### src/logic/sbfd_consts.vh
// Constants for the serial byte framer and decoder receive block
`ifndef SBFD_CONSTS_VH
`define SBFD_CONSTS_VH

// APB register byte offsets
`define SBFD_CTRL_OFS 12'h000
`define SBFD_STAT_OFS 12'h004
`define SBFD_DATA_OFS 12'h008

// Control field positions and reset value
`define SBFD_CTRL_RF_BIT 0
`define SBFD_CTRL_BYP_BIT 1
`define SBFD_CTRL_RST 2'h0

// Character timing in bit times
`define SBFD_BITS_PER_CHAR 4'hA
`define SBFD_LAST_BIT 4'h9
`define SBFD_READY_LOW_BITS 4'h6
`define SBFD_CLK_HIGH_BITS 4'h5

// Comma patterns, bit a in the top position
`define SBFD_COMMA_NEG 10'h0FA
`define SBFD_COMMA_POS 10'h305
`define SBFD_K28_NEG 6'h0F
`define SBFD_K28_POS 6'h30

// Decoded special codes
`define SBFD_FILL_CODE 8'h05
`define SBFD_BAD_CODE 8'hE0

`endif

### src/logic/sbfd_rx.v
// Receive framer, 8B/10B decoder and ready strobe with an APB control port
`timescale 1ns/100ps
//
// Functional notes
// Shift serial bits, load character every ten bits
// Comma detection resets bit counter, aligning bytes
// Reframe low inhibits framer realignment
// After reframe rises, no strobes until comma
// Encoded mode gives byte, special and violation
// Sent violation symbol flagged like line error
// Bypass copies ten raw bits to outputs
// Bypass framing identical to encoded mode
// Outputs change together, aligned with strobes
// Ready low sixty percent of byte period
// Ready staying high marks ignorable pad
// Comma followed by comma is unstrobed fill
// Comma followed by other character is strobed
// Bypass with reframe strobes once per comma
// Host captures on byte clock or ready
// Bypass encoder guarantees transitions per character
// Reframe sampled at byte clock falling edge
// Unencoded mode strobes when comma at outputs
// Unassigned code gives violation, special, E0
// Mode low decodes, mode high bypasses
// Reset clears state, ready high until data
`include "sbfd_consts.vh"

module sbfd_rx
(
   input wire REF_CLK,
   input wire RESET,
   input wire SERIAL_IN,
   input wire PSEL,
   input wire PENABLE,
   input wire PWRITE,
   input wire [11:0] PADDR,
   input wire [31:0] PWDATA,
   output reg [31:0] PRDATA,
   output reg PREADY,
   output reg PSLVERR,
   output reg [7:0] DECODED_BYTE,
   output reg SPECIAL_CHAR_FLAG,
   output reg RECEIVED_VIOLATION,
   output reg [9:0] RAW_CHAR_BITS,
   output reg OUTPUT_READY_N,
   output reg RECOVERED_BYTE_CLOCK
);

   // ***************************************************
   // Decode tables
   // ***************************************************
   function [5:0] dec6;
      input [5:0] s;
      begin
         case (s)
            6'h27, 6'h18: dec6 = {1'b1, 5'h00};
            6'h1D, 6'h22: dec6 = {1'b1, 5'h01};
            6'h2D, 6'h12: dec6 = {1'b1, 5'h02};
            6'h31: dec6 = {1'b1, 5'h03};
            6'h35, 6'h0A: dec6 = {1'b1, 5'h04};
            6'h29: dec6 = {1'b1, 5'h05};
            6'h19: dec6 = {1'b1, 5'h06};
            6'h38, 6'h07: dec6 = {1'b1, 5'h07};
            6'h39, 6'h06: dec6 = {1'b1, 5'h08};
            6'h25: dec6 = {1'b1, 5'h09};
            6'h15: dec6 = {1'b1, 5'h0A};
            6'h34: dec6 = {1'b1, 5'h0B};
            6'h0D: dec6 = {1'b1, 5'h0C};
            6'h2C: dec6 = {1'b1, 5'h0D};
            6'h1C: dec6 = {1'b1, 5'h0E};
            6'h17, 6'h28: dec6 = {1'b1, 5'h0F};
            6'h1B, 6'h24: dec6 = {1'b1, 5'h10};
            6'h23: dec6 = {1'b1, 5'h11};
            6'h13: dec6 = {1'b1, 5'h12};
            6'h32: dec6 = {1'b1, 5'h13};
            6'h0B: dec6 = {1'b1, 5'h14};
            6'h2A: dec6 = {1'b1, 5'h15};
            6'h1A: dec6 = {1'b1, 5'h16};
            6'h3A, 6'h05: dec6 = {1'b1, 5'h17};
            6'h33, 6'h0C: dec6 = {1'b1, 5'h18};
            6'h26: dec6 = {1'b1, 5'h19};
            6'h16: dec6 = {1'b1, 5'h1A};
            6'h36, 6'h09: dec6 = {1'b1, 5'h1B};
            6'h0E, 6'h0F, 6'h30: dec6 = {1'b1, 5'h1C};
            6'h2E, 6'h11: dec6 = {1'b1, 5'h1D};
            6'h1E, 6'h21: dec6 = {1'b1, 5'h1E};
            6'h2B, 6'h14: dec6 = {1'b1, 5'h1F};
            default: dec6 = {1'b0, 5'h00};
         endcase
      end
   endfunction

   function [3:0] dec4;
      input [3:0] s;
      begin
         case (s)
            4'hB, 4'h4: dec4 = {1'b1, 3'h0};
            4'h9: dec4 = {1'b1, 3'h1};
            4'h5: dec4 = {1'b1, 3'h2};
            4'hC, 4'h3: dec4 = {1'b1, 3'h3};
            4'hD, 4'h2: dec4 = {1'b1, 3'h4};
            4'hA: dec4 = {1'b1, 3'h5};
            4'h6: dec4 = {1'b1, 3'h6};
            4'hE, 4'h1, 4'h7, 4'h8: dec4 = {1'b1, 3'h7};
            default: dec4 = {1'b0, 3'h0};
         endcase
      end
   endfunction

   // Alternate x.7 special forms; low bits pick the special code
   function [2:0] alt7;
      input [5:0] s;
      begin
         case (s)
            6'h3A, 6'h05: alt7 = {1'b1, 2'h0};
            6'h36, 6'h09: alt7 = {1'b1, 2'h1};
            6'h2E, 6'h11: alt7 = {1'b1, 2'h2};
            6'h1E, 6'h21: alt7 = {1'b1, 2'h3};
            default: alt7 = {1'b0, 2'h0};
         endcase
      end
   endfunction

   // ***************************************************
   // State
   // ***************************************************
   reg [9:0] shift_ff;
   reg [3:0] bit_cnt_ff;
   reg [9:0] dec_reg_ff;
   reg dec_valid_ff;
   reg strobe_ok_ff;
   reg hunt_ff;
   reg rf_ff;
   reg byp_ff;
   reg [1:0] ctrl_ff;
   wire [9:0] nxt_shift;
   wire comma_now;
   wire load;
   wire [3:0] nxt_cnt;
   wire nxt_byte_clk;
   wire byte_fall;
   wire [5:0] d6;
   wire [3:0] d4;
   wire k28;
   wire k_alt;
   wire is_comma;
   wire [5:0] r6;
   wire [3:0] r4;
   wire dec_ok;
   wire [2:0] a7;
   reg [7:0] dec_byte;
   wire dec_special;
   wire next_is_comma;
   wire nxt_strobe;

   assign nxt_shift = {shift_ff[8:0], SERIAL_IN};
   // Comma window includes the bit arriving now so the load lands on it
   assign comma_now = (nxt_shift == `SBFD_COMMA_NEG) || (nxt_shift == `SBFD_COMMA_POS);
   // Framer alias risk on noisy lines is why realignment is gated
   assign load = (bit_cnt_ff == `SBFD_LAST_BIT) || (comma_now && rf_ff);
   assign nxt_cnt = load ? 4'h0 : bit_cnt_ff + 4'h1;
   assign nxt_byte_clk = (nxt_cnt < `SBFD_CLK_HIGH_BITS);
   assign byte_fall = RECOVERED_BYTE_CLOCK && !nxt_byte_clk;

   // ***************************************************
   // Character decode
   // ***************************************************
   assign r6 = dec_reg_ff[9:4];
   assign r4 = dec_reg_ff[3:0];
   assign k28 = (r6 == `SBFD_K28_NEG) || (r6 == `SBFD_K28_POS);
   assign d6 = dec6(r6);
   // The positive-disparity K28 form carries an inverted 4b group
   assign d4 = dec4((r6 == `SBFD_K28_POS) ? ~r4 : r4);
   assign a7 = alt7(r6);
   assign k_alt = a7[2] && (r4 == 4'h8 || r4 == 4'h7);
   assign is_comma = (dec_reg_ff == `SBFD_COMMA_NEG) || (dec_reg_ff == `SBFD_COMMA_POS);
   // Successor is the full character completing at this load
   assign next_is_comma = comma_now;
   // Any code outside the tables, the sent violation symbol included
   assign dec_ok = d6[5] && d4[3];
   assign dec_special = k28 || k_alt;

   always @*
   begin
      dec_byte = {d4[2:0], d6[4:0]};
      if (!dec_ok)
      begin
         dec_byte = `SBFD_BAD_CODE;
      end
      else if (k28)
      begin
         dec_byte = {5'h00, d4[2:0]};
      end
      else if (k_alt)
      begin
         dec_byte = {6'h02, a7[1:0]};
      end
   end

   // Strobe for the character moving to the outputs; its successor
   // is already known, which settles the fill decision.
   assign nxt_strobe = dec_valid_ff && !hunt_ff &&
      (byp_ff ? is_comma : !(is_comma && next_is_comma));

   // ***************************************************
   // Framing and character pipeline
   // ***************************************************
   always @(posedge REF_CLK)
   begin
      if (RESET)
      begin
         shift_ff <= 10'h000;
         bit_cnt_ff <= 4'h0;
         dec_reg_ff <= 10'h000;
         dec_valid_ff <= 1'b0;
         strobe_ok_ff <= 1'b0;
         byp_ff <= 1'b0;
         RECOVERED_BYTE_CLOCK <= 1'b0;
         OUTPUT_READY_N <= 1'b1;
         DECODED_BYTE <= 8'h00;
         SPECIAL_CHAR_FLAG <= 1'b0;
         RECEIVED_VIOLATION <= 1'b0;
         RAW_CHAR_BITS <= 10'h000;
      end
      else
      begin
         shift_ff <= nxt_shift;
         bit_cnt_ff <= nxt_cnt;
         RECOVERED_BYTE_CLOCK <= nxt_byte_clk;
         if (load)
         begin
            dec_reg_ff <= nxt_shift;
            dec_valid_ff <= 1'b1;
            byp_ff <= ctrl_ff[`SBFD_CTRL_BYP_BIT];
            strobe_ok_ff <= nxt_strobe;
            // All outputs move on the same edge as the strobe start
            RAW_CHAR_BITS <= dec_reg_ff;
            if (ctrl_ff[`SBFD_CTRL_BYP_BIT] || byp_ff)
            begin
               DECODED_BYTE <= 8'h00;
               SPECIAL_CHAR_FLAG <= 1'b0;
               RECEIVED_VIOLATION <= 1'b0;
            end
            else
            begin
               DECODED_BYTE <= dec_byte;
               SPECIAL_CHAR_FLAG <= dec_special || !dec_ok;
               RECEIVED_VIOLATION <= !dec_ok;
            end
            OUTPUT_READY_N <= !(nxt_strobe && dec_valid_ff);
         end
         else
            OUTPUT_READY_N <= !(strobe_ok_ff && nxt_cnt < `SBFD_READY_LOW_BITS);
      end
   end

   // ***************************************************
   // Reframe sampling and hunt
   // ***************************************************
   always @(posedge REF_CLK)
   begin
      if (RESET)
      begin
         rf_ff <= 1'b0;
         hunt_ff <= 1'b0;
      end
      else
      begin
         if (byte_fall)
         begin
            rf_ff <= ctrl_ff[`SBFD_CTRL_RF_BIT];
         end
         // Set wins over a coincident comma, so a fresh rise always hunts
         if (byte_fall && ctrl_ff[`SBFD_CTRL_RF_BIT] && !rf_ff)
         begin
            hunt_ff <= 1'b1;
         end
         else if (comma_now && rf_ff && hunt_ff)
         begin
            hunt_ff <= 1'b0;
         end
      end
   end

   // ***************************************************
   // APB slave, no wait states
   // ***************************************************
   wire apb_setup;
   wire apb_access;
   wire hit_ctrl;
   wire hit_stat;
   wire hit_data;

   assign apb_setup = PSEL && !PENABLE;
   assign apb_access = PSEL && PENABLE && PREADY;
   assign hit_ctrl = (PADDR == `SBFD_CTRL_OFS);
   assign hit_stat = (PADDR == `SBFD_STAT_OFS);
   assign hit_data = (PADDR == `SBFD_DATA_OFS);

   always @(posedge REF_CLK)
   begin
      if (RESET)
      begin
         PREADY <= 1'b0;
         PRDATA <= 32'h00000000;
         PSLVERR <= 1'b0;
      end
      else if (apb_setup)
      begin
         PREADY <= 1'b1;
         PSLVERR <= !(hit_ctrl || hit_stat || hit_data);
         if (PWRITE)
            PRDATA <= 32'h00000000;
         else if (hit_ctrl)
            PRDATA <= {30'h00000000, ctrl_ff};
         else if (hit_stat)
            PRDATA <= {28'h0000000, dec_valid_ff, byp_ff, rf_ff, hunt_ff};
         else if (hit_data)
            PRDATA <= {12'h000, RECEIVED_VIOLATION, SPECIAL_CHAR_FLAG,
               DECODED_BYTE, RAW_CHAR_BITS};
         else
            PRDATA <= 32'h00000000;
      end
      else
      begin
         PREADY <= 1'b0;
         PSLVERR <= 1'b0;
      end
   end

   // Control commits in the access phase, at the edge the master samples
   always @(posedge REF_CLK)
   begin
      if (RESET)
      begin
         ctrl_ff <= `SBFD_CTRL_RST;
      end
      else if (apb_access && PWRITE && hit_ctrl)
      begin
         ctrl_ff <= PWDATA[1:0];
      end
   end

endmodule // sbfd_rx

### config.mk
export PLATFORM = sky130hd
export DESIGN_NAME = sbfd_rx
export DESIGN_NICKNAME = d
export VERILOG_FILES = /design/src/logic/sbfd_rx.v
export VERILOG_INCLUDE_DIRS = /design/src /design/src/logic
export SDC_FILE = /design/constraint.sdc
export NUM_CORES = 1
export LEC_CHECK = 0
export ABC_AREA = 1
export BUFFER_PORTS_ARGS = -buffer_cell sky130_fd_sc_hd__buf_2
export CAP_MARGIN = 25
export CORE_MARGIN = 2
export CORE_UTILIZATION = 35
export DETAILED_ROUTE_END_ITERATION = 10
export PLACE_DENSITY = 0.65
export RECOVER_POWER = 50
export SYNTH_ARGS = -nofsm -noshare
export SYNTH_HDL_FRONTEND = slang
export SYNTH_SLANG_ARGS = --single-unit
export TNS_END_PERCENT = 5
### constraint.sdc
create_clock -name REF_CLK -period 2.4 [get_ports REF_CLK]
set_input_delay 0.6 -clock REF_CLK [delete_from_list [all_inputs] [get_ports REF_CLK]]
set_output_delay 0.6 -clock REF_CLK [all_outputs]
set_load 0.005 [all_outputs]
Word-level counts from Yosys, hierarchy flattened. Memory sizes are Yosys's and may differ from the RTL's. A register that Yosys moved wholly into a read port is not among the register bits. Cells that the tools add are included.

Register bits: 86. Bits in read-only memories: 448. Input port bits: 50. Output and inout bits: 56. Word-level logic and storage cells: 107. Memories: 2.

Add/sub/neg operators: 1. Magnitude comparators: 2. Eq/ne operators: 19. Muxes and demuxes: 20. Bitwise logic cells: 2. Reduce and logical (&&, ||, !) cells: 43.

Memories: (name not given) (words 64, width 6, rd ports 1, clocked after memory_dff 1, write ports 0, line sbfd_rx.v:55) `case (s)`; (name not given) (words 16, width 4, rd ports 1, clocked after memory_dff 0, write ports 0, line sbfd_rx.v:96) `case (s)`.

Operator list (number): 20-bit two-way mux (4); 8-bit two-way mux (4); 6-bit == test, second input constant (5); 10-bit == test, second input constant (2); 10-bit by 8-bit == test with 1-bit output, second input constant (2); 1-bit logical AND (17); 12-bit by 3-bit == test with 1-bit output, second input constant (1); 12-bit by 4-bit == test with 1-bit output, second input constant (1); 6-bit by 4-bit == test with 1-bit output, second input constant (2); 6-bit by 5-bit == test with 1-bit output, second input constant (2); 12-bit logical NOT (1); 6-bit two-way mux (2); 3-bit one-hot mux with 4 select lines (1); 1-bit logical OR (10); 2-bit OR reduction (5); 1-bit logical NOT (9); 4-bit == test, second input constant (2); 4-bit by 3-bit < comparator with 1-bit output, second input constant (2); 4-bit two-way mux (2); 1-bit two-way mux (7); 6-bit by 3-bit == test with 1-bit output, second input constant (1); 4-bit by 1-bit adder with 4-bit output, second input constant (1); 4-bit by 3-bit == test with 1-bit output, second input constant (1); 4-bit NOT (1); other kinds (2) (2).

Logic depth before layout (Yosys ltp). Gate-level depths: netlist of the first run.

Word-level depth: 11. Depth in mapped cells: 20. Gate-level depth less buffers: 20.

Worst setup path after synthesis of the first run. Ideal clock, no wire load.

Path kind: input port to flip-flop. Start point: input SERIAL_IN. End point: register, netlist name d6[0]. Setup time: 112 ps. Arrival time: 2210 ps. Required time: 2288 ps. Slack: 77 ps. Stages on the path: 19. Buffers on the path: 0. Cells stage by stage: inv_1 nand2_1 nor2_1 nand3_1 nand2_2 nand2_4 nand2_8 nand2_1 nand2_1 nand2_2 ha_1 inv_1 nand4_1 nand3_1 nand2_1 nand2_1 nand2_1 nand2_1 nand2_1.

Longest elaborated chain between the ends: 6. Elaborated cells between the ends (all ways): 7.

Ends and longest elaborated chain: start, declared (line sbfd_rx.v:32) `input wire SERIAL_IN,`; 10-bit by 8-bit == test with 1-bit output (no source line) / 10-bit == test (equally long branches); 1-bit logical OR * (line sbfd_rx.v:158) `` assign comma_now = (nxt_shift == `SBFD_COMMA_NEG) || (nxt_shift == `SBFD_COMMA_POS); ``; 1-bit logical AND * (line sbfd_rx.v:160) `` assign load = (bit_cnt_ff == `SBFD_LAST_BIT) || (comma_now && rf_ff); ``; 1-bit logical OR * (line sbfd_rx.v:160); 6-bit two-way mux (no source line) * (2 in series).

Mark *: on every way between the ends. The rest lies on a longest branch, timed or not. A chain may end at the register's enable or synchronous reset.

Worst setup path after layout of the first run.
Start point: input SERIAL_IN. End point: register, netlist name d6[0].

Longest elaborated chain between the ends: 6. Elaborated cells between the ends (all ways): 7.

Ends and longest elaborated chain (line): 10-bit by 8-bit == test with 1-bit output (no source line) / 10-bit == test (equally long branches); 1-bit logical OR * (sbfd_rx.v:158); 1-bit logical AND * (sbfd_rx.v:160); 1-bit logical OR * (sbfd_rx.v:160); 6-bit two-way mux (no source line) * (2 in series).

Marked as above.

==> summary by stage, run 1 <==
Power
VDD sags by at most 0.3713 mV. The cell leakage power is 0.002386 uW. Sequential cells burn 44.8% of the power. The clock network fraction of design power is ~52%.

The cell-internal power is around 2400 uW. The fraction of power consumed by combinational cells is 3.6%. Power spread over the standard cell area amounts to 583.5 nW/um2. Net switching is about 21% of the power. The net switching power figure is 618.1 uW.

Global routing
The number of global-route vias before repair is 3735. For this run, the total global-route usage over all layers was measured as 16.92%. The initial antenna violation count was 0. The pin count of the biggest net entering global routing is 46. The global-route wire length before repair is 17720 um. For this run the aggregate overflow at the end of global routing stands at 0.

Timing
The final period utilization is 90.93%. Setup repair after global routing left no endpoint under its margin. The sum of negative setup slack is 0 ns. The number of endpoints with negative hold slack in the final report is 0. The transition time of the tightest slew-check pin is 0.9294 ns. The remaining max-slew budget at the tightest pin is 38.04%. The final number of max-transition violations is 0. Setup violations remaining at the end of the flow were counted as 0.

The maximum frequency from static timing analysis is ~460 MHz. For the final database, setup skew stands at 0.003819 ns. Across all setup checks in the final design, the least slack found is 0.2178 ns.

After layout, the minimum clock period comes to roughly 2.2 ns.

Setup path
The reg-to-reg startpoint is shift_ff[4]. At the worst endpoint, the arrival time is ~2.4 ns. For the worst flop-to-flop path, the logic depth is 19. The worst setup path is captured at a flop.

The highest net fanout along the worst path is 5. The reg-to-reg setup timing slack is roughly 0.25 ns. Data on the critical path is required at its endpoint by ~2.6 ns. The worst setup path is of the primary input to flop kind. The worst setup path is launched from a primary input.

The worst register-to-register path ends at d6[0].

CTS
Clock-pin slew was measured on the worst setup and hold paths at 0.06 ns. The count of H-tree levels built during CTS is 3. The number of sinks on the clock net is 80. The clock tree buffer depth is 2. The tree is rooted in a clkbuf_16. The clock insertion delay at the later pin of the skew report is 0.33 ns.

The clock tree from TritonCTS is done. The clock buffer count from CTS is 9.

Worst hold path
The beginning of the worst hold path is PRDATA[16]. The type of the most critical hold path is flop to flop. The path with the worst hold slack has its endpoint at PRDATA[16]. The worst hold path was traced through 2 stages.

Logic synthesis
The cell area after technology mapping is ~4200 um2. Counting flops with an async set or reset pin after synthesis yields a share of 0%. The sequential share of the synthesized area is 37.81%. The synthesized area per cell is 7.191 um2.

In this run, synthesis produced a sequential element count of 80. During synthesis, Yosys emitted a total of 0 warnings. Counting flops with a built-in enable in the synthesized netlist gives 0. Counting distinct cell types in the post-synthesis netlist gives 41. For this run, the leading register cell type out of synthesis is dfxtp_1. After technology mapping, the gate count stands at 589.

Die
The die boundary height is 114.0 um. Pin placement for this block handled 106 I/O pins. The region available for standard cell placement spans 11910 um2. The floorplan step defined a die boundary enclosing 13000 um2.

The cell row count is 40. The horizontal extent of the die is between 100 and 150 um. The effective utilization at floorplan is 35.56%.

Outcome
The run finished with clean final reports.

Layout
Fill cells in the final layout number 1196. In the final layout, the share of cells above drive strength 1 is between 20% and 30%. Relative to the synthesized area, the layout overhead comes to 21.89%. The final instance area is 5162 um2. The net count of the finished layout is approximately 730. 0 antenna diodes ended up in the layout.

Route
The final layout contains routed wiring with a total length of 10620 um. The number of DRC violations after detailed routing is 0. The number of nets still failing antenna checks after routing is 0. The routed length per instance is ~13 um. The via total after detailed routing is 4035.

For this block, the initial DRC count from the detailed router was between 200 and 300. The iteration count of the initial detailed-routing pass is 5. The post-detailed-route via-to-cell ratio is 4.903.

Placed design
Detailed placement finished with a half-perimeter wire length of between 8000 and 9000 um. OpenSTA, run right after detailed placement, puts the worst setup slack at -0.1809 ns. At the end of routability-driven placement, the weighted congestion stood at 0.9712. The area of placed instances is 4830 um2.

The number of port buffers is 63.

Flow run
Across the run, the number of max-cap violations was 0.
[final cells by class]
class | count | area, um2 | share of cell area (%)
multi-input combinational | 419 | 2236 | 43.31
sequential | 80 | 1603 | 31.05
clock buffer | 9 | 225.2 | 4.363
timing repair buffer | 95 | 546.8 | 10.59
inverter | 66 | 247.7 | 4.799
tap | 147 | 183.9 | 3.563
clock inverter | 7 | 120.1 | 2.327
[layout by cell type (no fill, tap or decap), types with 11 or more instances in the layout]
cell        n
a21oi_1    47
inv_1      56
conb_1     12
nand2_1   137
buf_4      30
ha_1       11
nor2_1     40
nand3_1    56
nand2_2    11
clkbuf_1   15
nand4_1    24
o21ai_0    25
dfxtp_1    79
buf_2      48
[synth_stat cells, types with 6 or more instances]
| cell | count | share of area [%] |
|---|---|---|
| a21oi_1 | 47 | 5.6 |
| o211ai_1 | 10 | 1.8 |
| nor2_1 | 40 | 3.5 |
| dfxtp_1 | 80 | 38 |
| nand4_1 | 24 | 3.5 |
| o21ai_0 | 25 | 3.0 |
| nand2_1 | 137 | 12 |
| buf_4 | 14 | 2.5 |
| inv_1 | 56 | 5.0 |
| clkbuf_1 | 12 | 1.1 |
| inv_2 | 10 | 0.89 |
| nand3_1 | 57 | 6.7 |
| nand2_2 | 11 | 1.6 |
| nand3_2 | 6 | 1.4 |
| ha_1 | 12 | 3.5 |
[state kept, by name (all words and copies together) (netlist names)]
register,cells
RECEIVED_VIOLATION,1
RAW_CHAR_BITS,10
dec_valid_ff,1
hunt_ff,1
rf_ff,1
PRDATA,20
strobe_ok_ff,1
ctrl_ff,2
d6,6
byp_ff,1
dec_reg_ff,10
SPECIAL_CHAR_FLAG,1
PREADY,1
PSLVERR,1
OUTPUT_READY_N,1
bit_cnt_ff,4
RECOVERED_BYTE_CLOCK,1
DECODED_BYTE,8
shift_ff,9
[metrics by stage]
step / util [%] / instances / total power, uW / hold slack [ns]
6_report: 43.34 / 823 / 3012 / 0.4607
5_1_grt: 43.34 / 823 / 3131 / 0.4805
4_1_cts: 43.45 / 823 / 3045 / 0.4625
3_5_place_dp: 40.55 / 807 / 1487 / 0.4529
3_3_place_gp: 40.55 / 807 / 1483 / 0.4472
2_1_floorplan: - / 600 / 1458 / 0.4269
[worst max path at each step]
stage,start,endpoint,slack [ns],cells after the start
after floorplan,SERIAL_IN,d6[0],0.08,19
after global placement,SERIAL_IN,d6[0],-0.13,20
after detailed placement,SERIAL_IN,d6[0],-0.18,20
after CTS,bit_cnt_ff[0],d6[0],0.12,15
after global routing,shift_ff[4],d6[0],0.004,19
final,SERIAL_IN,d6[0],0.22,20
[metal layers]
metal	routed length [um]	vias to the layer above	track usage, %
li1	-	2077	-
met1	4817	1811	20.50
met2	5079	130	29.05
met3	487	17	3.719
met4	237	0	6.911
met5	0	-	0
[repair_timing]
item                                    CTS  global route
endpoints found under the hold margin     0             0
setup buffers                             0             0
hold buffers                              0             0
gates resized for setup                   0             3
endpoints found under the setup margin    0             5
[power by group through the flow]
stage | sequential [uW] | clock (uW) | combinational, uW
4_1_cts | 1350 | 1590 | 110
2_1_floorplan | 1380 | 0 | 81.5
6_report | 1350 | 1550 | 109
3_3_place_gp | 1380 | 0 | 106
5_1_grt | 1350 | 1660 | 124
3_5_place_dp | 1380 | 0 | 109
[logic make-up (layout without fill, tap and decap cells)]
| family | Yosys count | count (layout) | share of synthesized area [%] |
|---|---|---|---|
| DFF | 80 | 80 | 37.81 |
| and+or+nand+nor | 296 | 296 | 34.15 |
| other | 1 | 12 | 0.08854 |
| adders and majority gates | 12 | 12 | 3.545 |
| buffers and inverters | 101 | 177 | 10.69 |
| xor gates and xnor gates | 6 | 6 | 1.595 |
| AOI/OAI and AO/OA | 93 | 93 | 12.11 |
[worst max-delay path, stage by stage]
cell	delay [ns]
buf_2	0.11
inv_1	0.06
nand2_1	0.05
nor2_1	0.09
nand3_1	0.08
nand2_2	0.12
nand2_4	0.10
nand2_8	0.08
nand2_1	0.05
nand2_1	0.09
nand2_2	0.07
ha_1	0.29
inv_1	0.08
nand4_1	0.16
nand3_1	0.14
nand2_1	0.06
nand2_1	0.05
nand2_1	0.05
nand2_1	0.05
nand2_1	0.05
Note: power is estimated with default switching activity, not from simulation.
==> run 2, diff against run 1 <==
GPL_TIMING_DRIVEN = 0   (was not set)
PLACE_DENSITY = 0.56   (was 0.65)
==> run 2 against run 1 <==
  * Hold slack hardly changed
  * Clock power is 12% lower
  * Die area stayed put
  * Critical path depth stayed put
  * Highest routed layer unchanged
==> summary by stage, run 2 (synthesis results as in run 1) <==
Die
The area enclosed by the die boundary is 13000 um2 (unchanged). The area of the core is 11910 um2 (unchanged). The effective utilization at floorplan came to 35.56% (unchanged).

The number of ports placed on the die boundary is 106 (unchanged). The cell row count is 40 (unchanged). The die boundary height is 114.0 um (unchanged). The horizontal extent of the die was 114.0 um (unchanged).

Global routing
The global-route wire length before repair is 18970 um (+7.0%). The overall fraction of global-route tracks in use was 18.21% (+1.3 points). The number of global-route vias before repair is 3834 (+2.7%). The pin count of the biggest net entering global routing is 15 (-67%). The aggregate global routing overflow is 0 (unchanged). The initial antenna violation count came to 0 (unchanged).

CTS
The clock insertion delay at the later pin of the skew report is 0.34 ns (about the same). The count of H-tree levels built during CTS is 3 (unchanged). The number of sinks on the clock net is 80 (unchanged). The clock tree buffer depth is 2 (unchanged). TritonCTS built the clock tree. The clock-pin slew on the worst setup and hold paths came to 0.06 ns (about the same). CTS placed an instance of clkbuf_16 at the clock tree root. The clock buffer count from CTS is 9 (unchanged).

Setup path
The number of buffer and inverter instances along the worst setup path came to 3 (unchanged). The cell that appears most often on the critical path is nand2_1. The type of element launching the critical path is a primary input. The worst setup path is of the primary input to flop kind.

The signal on the critical path passes through buf_2 > inv_2 > nand2_2 > nor2_2 > nand3_2 > nand2_4 > nand2_4 > nand2_8 > nand2_2 > nand2_2 > nand2_4 > ha_4 > inv_2 > nand4_1 > nand3_1 > nand2_1 > nand2_1 > nand2_1 > nand2_1 > nand2_1. The required time of the critical path is 2.63 ns (about the same). The critical path's slowest cell is ha_4. The arrival time of data at the critical path endpoint is 2.44 ns (+0.03 ns). The highest net fanout along the worst path is 7 (+2). The largest stage delay on the critical path was 0.23 ns (-0.06 ns). The family with the most delay on the worst path is simple AND/OR/NAND/NOR gates. STA classifies the critical path endpoint as a flop.

Timing
Setup repair after global routing left no endpoint under its margin. The number of endpoints with negative hold slack in the final report is 0 (unchanged). The transition time of the tightest slew-check pin is 0.5895 ns (-0.3399 ns). The setup violation total in the final timing report came to 0 (unchanged). The final period utilization is 92.09% (+1.2 points). The remaining max-slew budget at the tightest pin is 60.70% (+23 points). The clock skew after layout is 0.005028 ns (+0.001208 ns).

The final number of max-transition violations is 0 (unchanged). The post-route worst setup slack came to 0.1899 ns (-0.02782 ns). The maximum frequency from static timing analysis is 452.5 MHz (-1.3%). The post-route minimum period came to 2.210 ns (+0.02781 ns).

Layout
The final instance area is 5162 um2 (unchanged). The number of diodes is 0 (unchanged). The library cell used most frequently in the layout, excluding fill and tap cells, is nand2_1. The area growth from synthesis to layout is 21.89% (unchanged). The library cells used most frequently in the layout, excluding fill and tap cells, are 134 x nand2_1, 78 x dfxtp_1, 54 x inv_1. In the final layout, the registers with the most flip-flops are PRDATA: 20 flops, RAW_CHAR_BITS: 10 flops, dec_reg_ff: 10 flops. The register with the most flip-flops in the final layout is PRDATA.

The number of flip-flops under the largest register name was 20 (unchanged). The post-route core utilization came to 43.34% (unchanged). The net total in the final layout was 741 (+1.1%). The fraction of layout instances using a drive strength above 1 is 21.49% (+0.49 points).

Placed design
The pre-CTS setup slack is -0.3925 ns (-0.2116 ns). The area of placed instances is 4771 um2 (-1.2%). The last weighted congestion value of the routability-driven placer is 0.8549 (-12%). The total half-perimeter wirelength after legalization and detailed placement came to 8728 um (+8.1%).

The number of port buffers came to 62 (-1.6%).

Route
The total length of routed wires is 11350 um (+6.8%). The via total after detailed routing is 4024 (-0.27%). The post-detailed-route via-to-cell ratio was 4.842 (-1.2%). The number of nets still failing antenna checks after routing is 0 (unchanged). The number of DRC violations after detailed routing is 0 (unchanged). The routed length per instance is 13.65 um (+5.8%). The first-iteration detailed-routing DRC count is 279 (-6.4%).

The iteration count of the initial detailed-routing pass is 5 (unchanged).

Power
The cell leakage power is 0.002373 uW (-0.57%). The post-layout total power is 2841 uW (-5.7%). The power density over the cells was 550.3 nW/um2 (-5.7%).

The peak supply drop is 0.3103 mV (-16%).

Worst hold path
The tightest min-delay check is of the flop to flop type.

Flow run
The number of maximum-capacitance violations is 0 (unchanged).

Outcome
The run finished with clean final reports.
## run 2: cell types whose count changed in the layout (fill, tap and decap cells not counted), moves of 2 or more
cell / before / now
bufinv_16: 3 / 1
buf_2: 48 / 52
buf_4: 30 / 20
nor2_1: 40 / 38
nand3_2: 7 / 9
inv_2: 10 / 12
clkbuf_1: 15 / 29
nand2_4: 2 / 4
nand2_1: 137 / 134
inv_1: 56 / 54
buf_6: 0 / 2
nor2_2: 2 / 4
nand3_1: 56 / 53
## run 2: cell type report
cell class | count | area (um2)
fill | 1257 | 6749
multi-input combinational | 419 | 2287
sequential | 80 | 1604
timing repair buffer | 68 | 337.8
inverter | 66 | 247.7
clock buffer | 9 | 225.2
buffer | 35 | 203.9
tap | 147 | 183.9
clock inverter | 7 | 72.57
## run 2: final timing paths
path | from | endpoint | slack, ns | depth (start not counted)
setup / recovery | SERIAL_IN | d6[0] | 0.19 | 20
hold / removal | PRDATA[8] | PRDATA[8] | 0.46 | 2
setup reg to reg | bit_cnt_ff[0] | d6[0] | 0.23 | 13
hold reg to reg | PRDATA[8] | PRDATA[8] | 0.46 | 2
## run 2: stage by stage
stage          hold WS [ns]  setup TNS [ns]  cells
5_1_grt              0.4815               0    831
6_report             0.4606               0    831
2_1_floorplan        0.4269               0    600
4_1_cts              0.4610               0    825
3_3_place_gp         0.4515          -1.782    809
3_5_place_dp         0.4539          -1.798    809
## run 2: routing by layer
metal | up-vias | GRT usage [%] | share of wire (%)
met5 | - | 0 | 0
li1 | 2093 | - | -
met2 | 95 | 30.87 | 46
met1 | 1821 | 23.95 | 48
met4 | 0 | 5.854 | 1.4
met3 | 15 | 2.550 | 4.5
## run 2: worst register-to-register path: stages (launching register included)
cell,delay (ns)
dfxtp_1,0.41
ha_1,0.20
nand3_2,0.23
nand3_2,0.18
nand3_4,0.14
ha_4,0.28
inv_2,0.06
nand4_1,0.15
nand3_1,0.15
nand2_1,0.06
nand2_1,0.05
nand2_1,0.05
nand2_1,0.05
nand2_1,0.05
## run 2: report_power, final
| group | switching, uW | internal, uW | total, uW |
|---|---|---|---|
| logic | 80.9 | 49.1 | 130 |
| clock network | 557 | 805 | 1360 |
| registers | 9.58 | 1340 | 1350 |
## run 2: repair_timing
action | 4_1_cts | 5_1_grt
pin swaps | 2 | 9
hold buffers | 0 | 0
resized for setup | 3 | 15
buffers inserted | 0 | 6
gates cloned | 0 | 0
endpoints found under the setup margin | 5 | 6
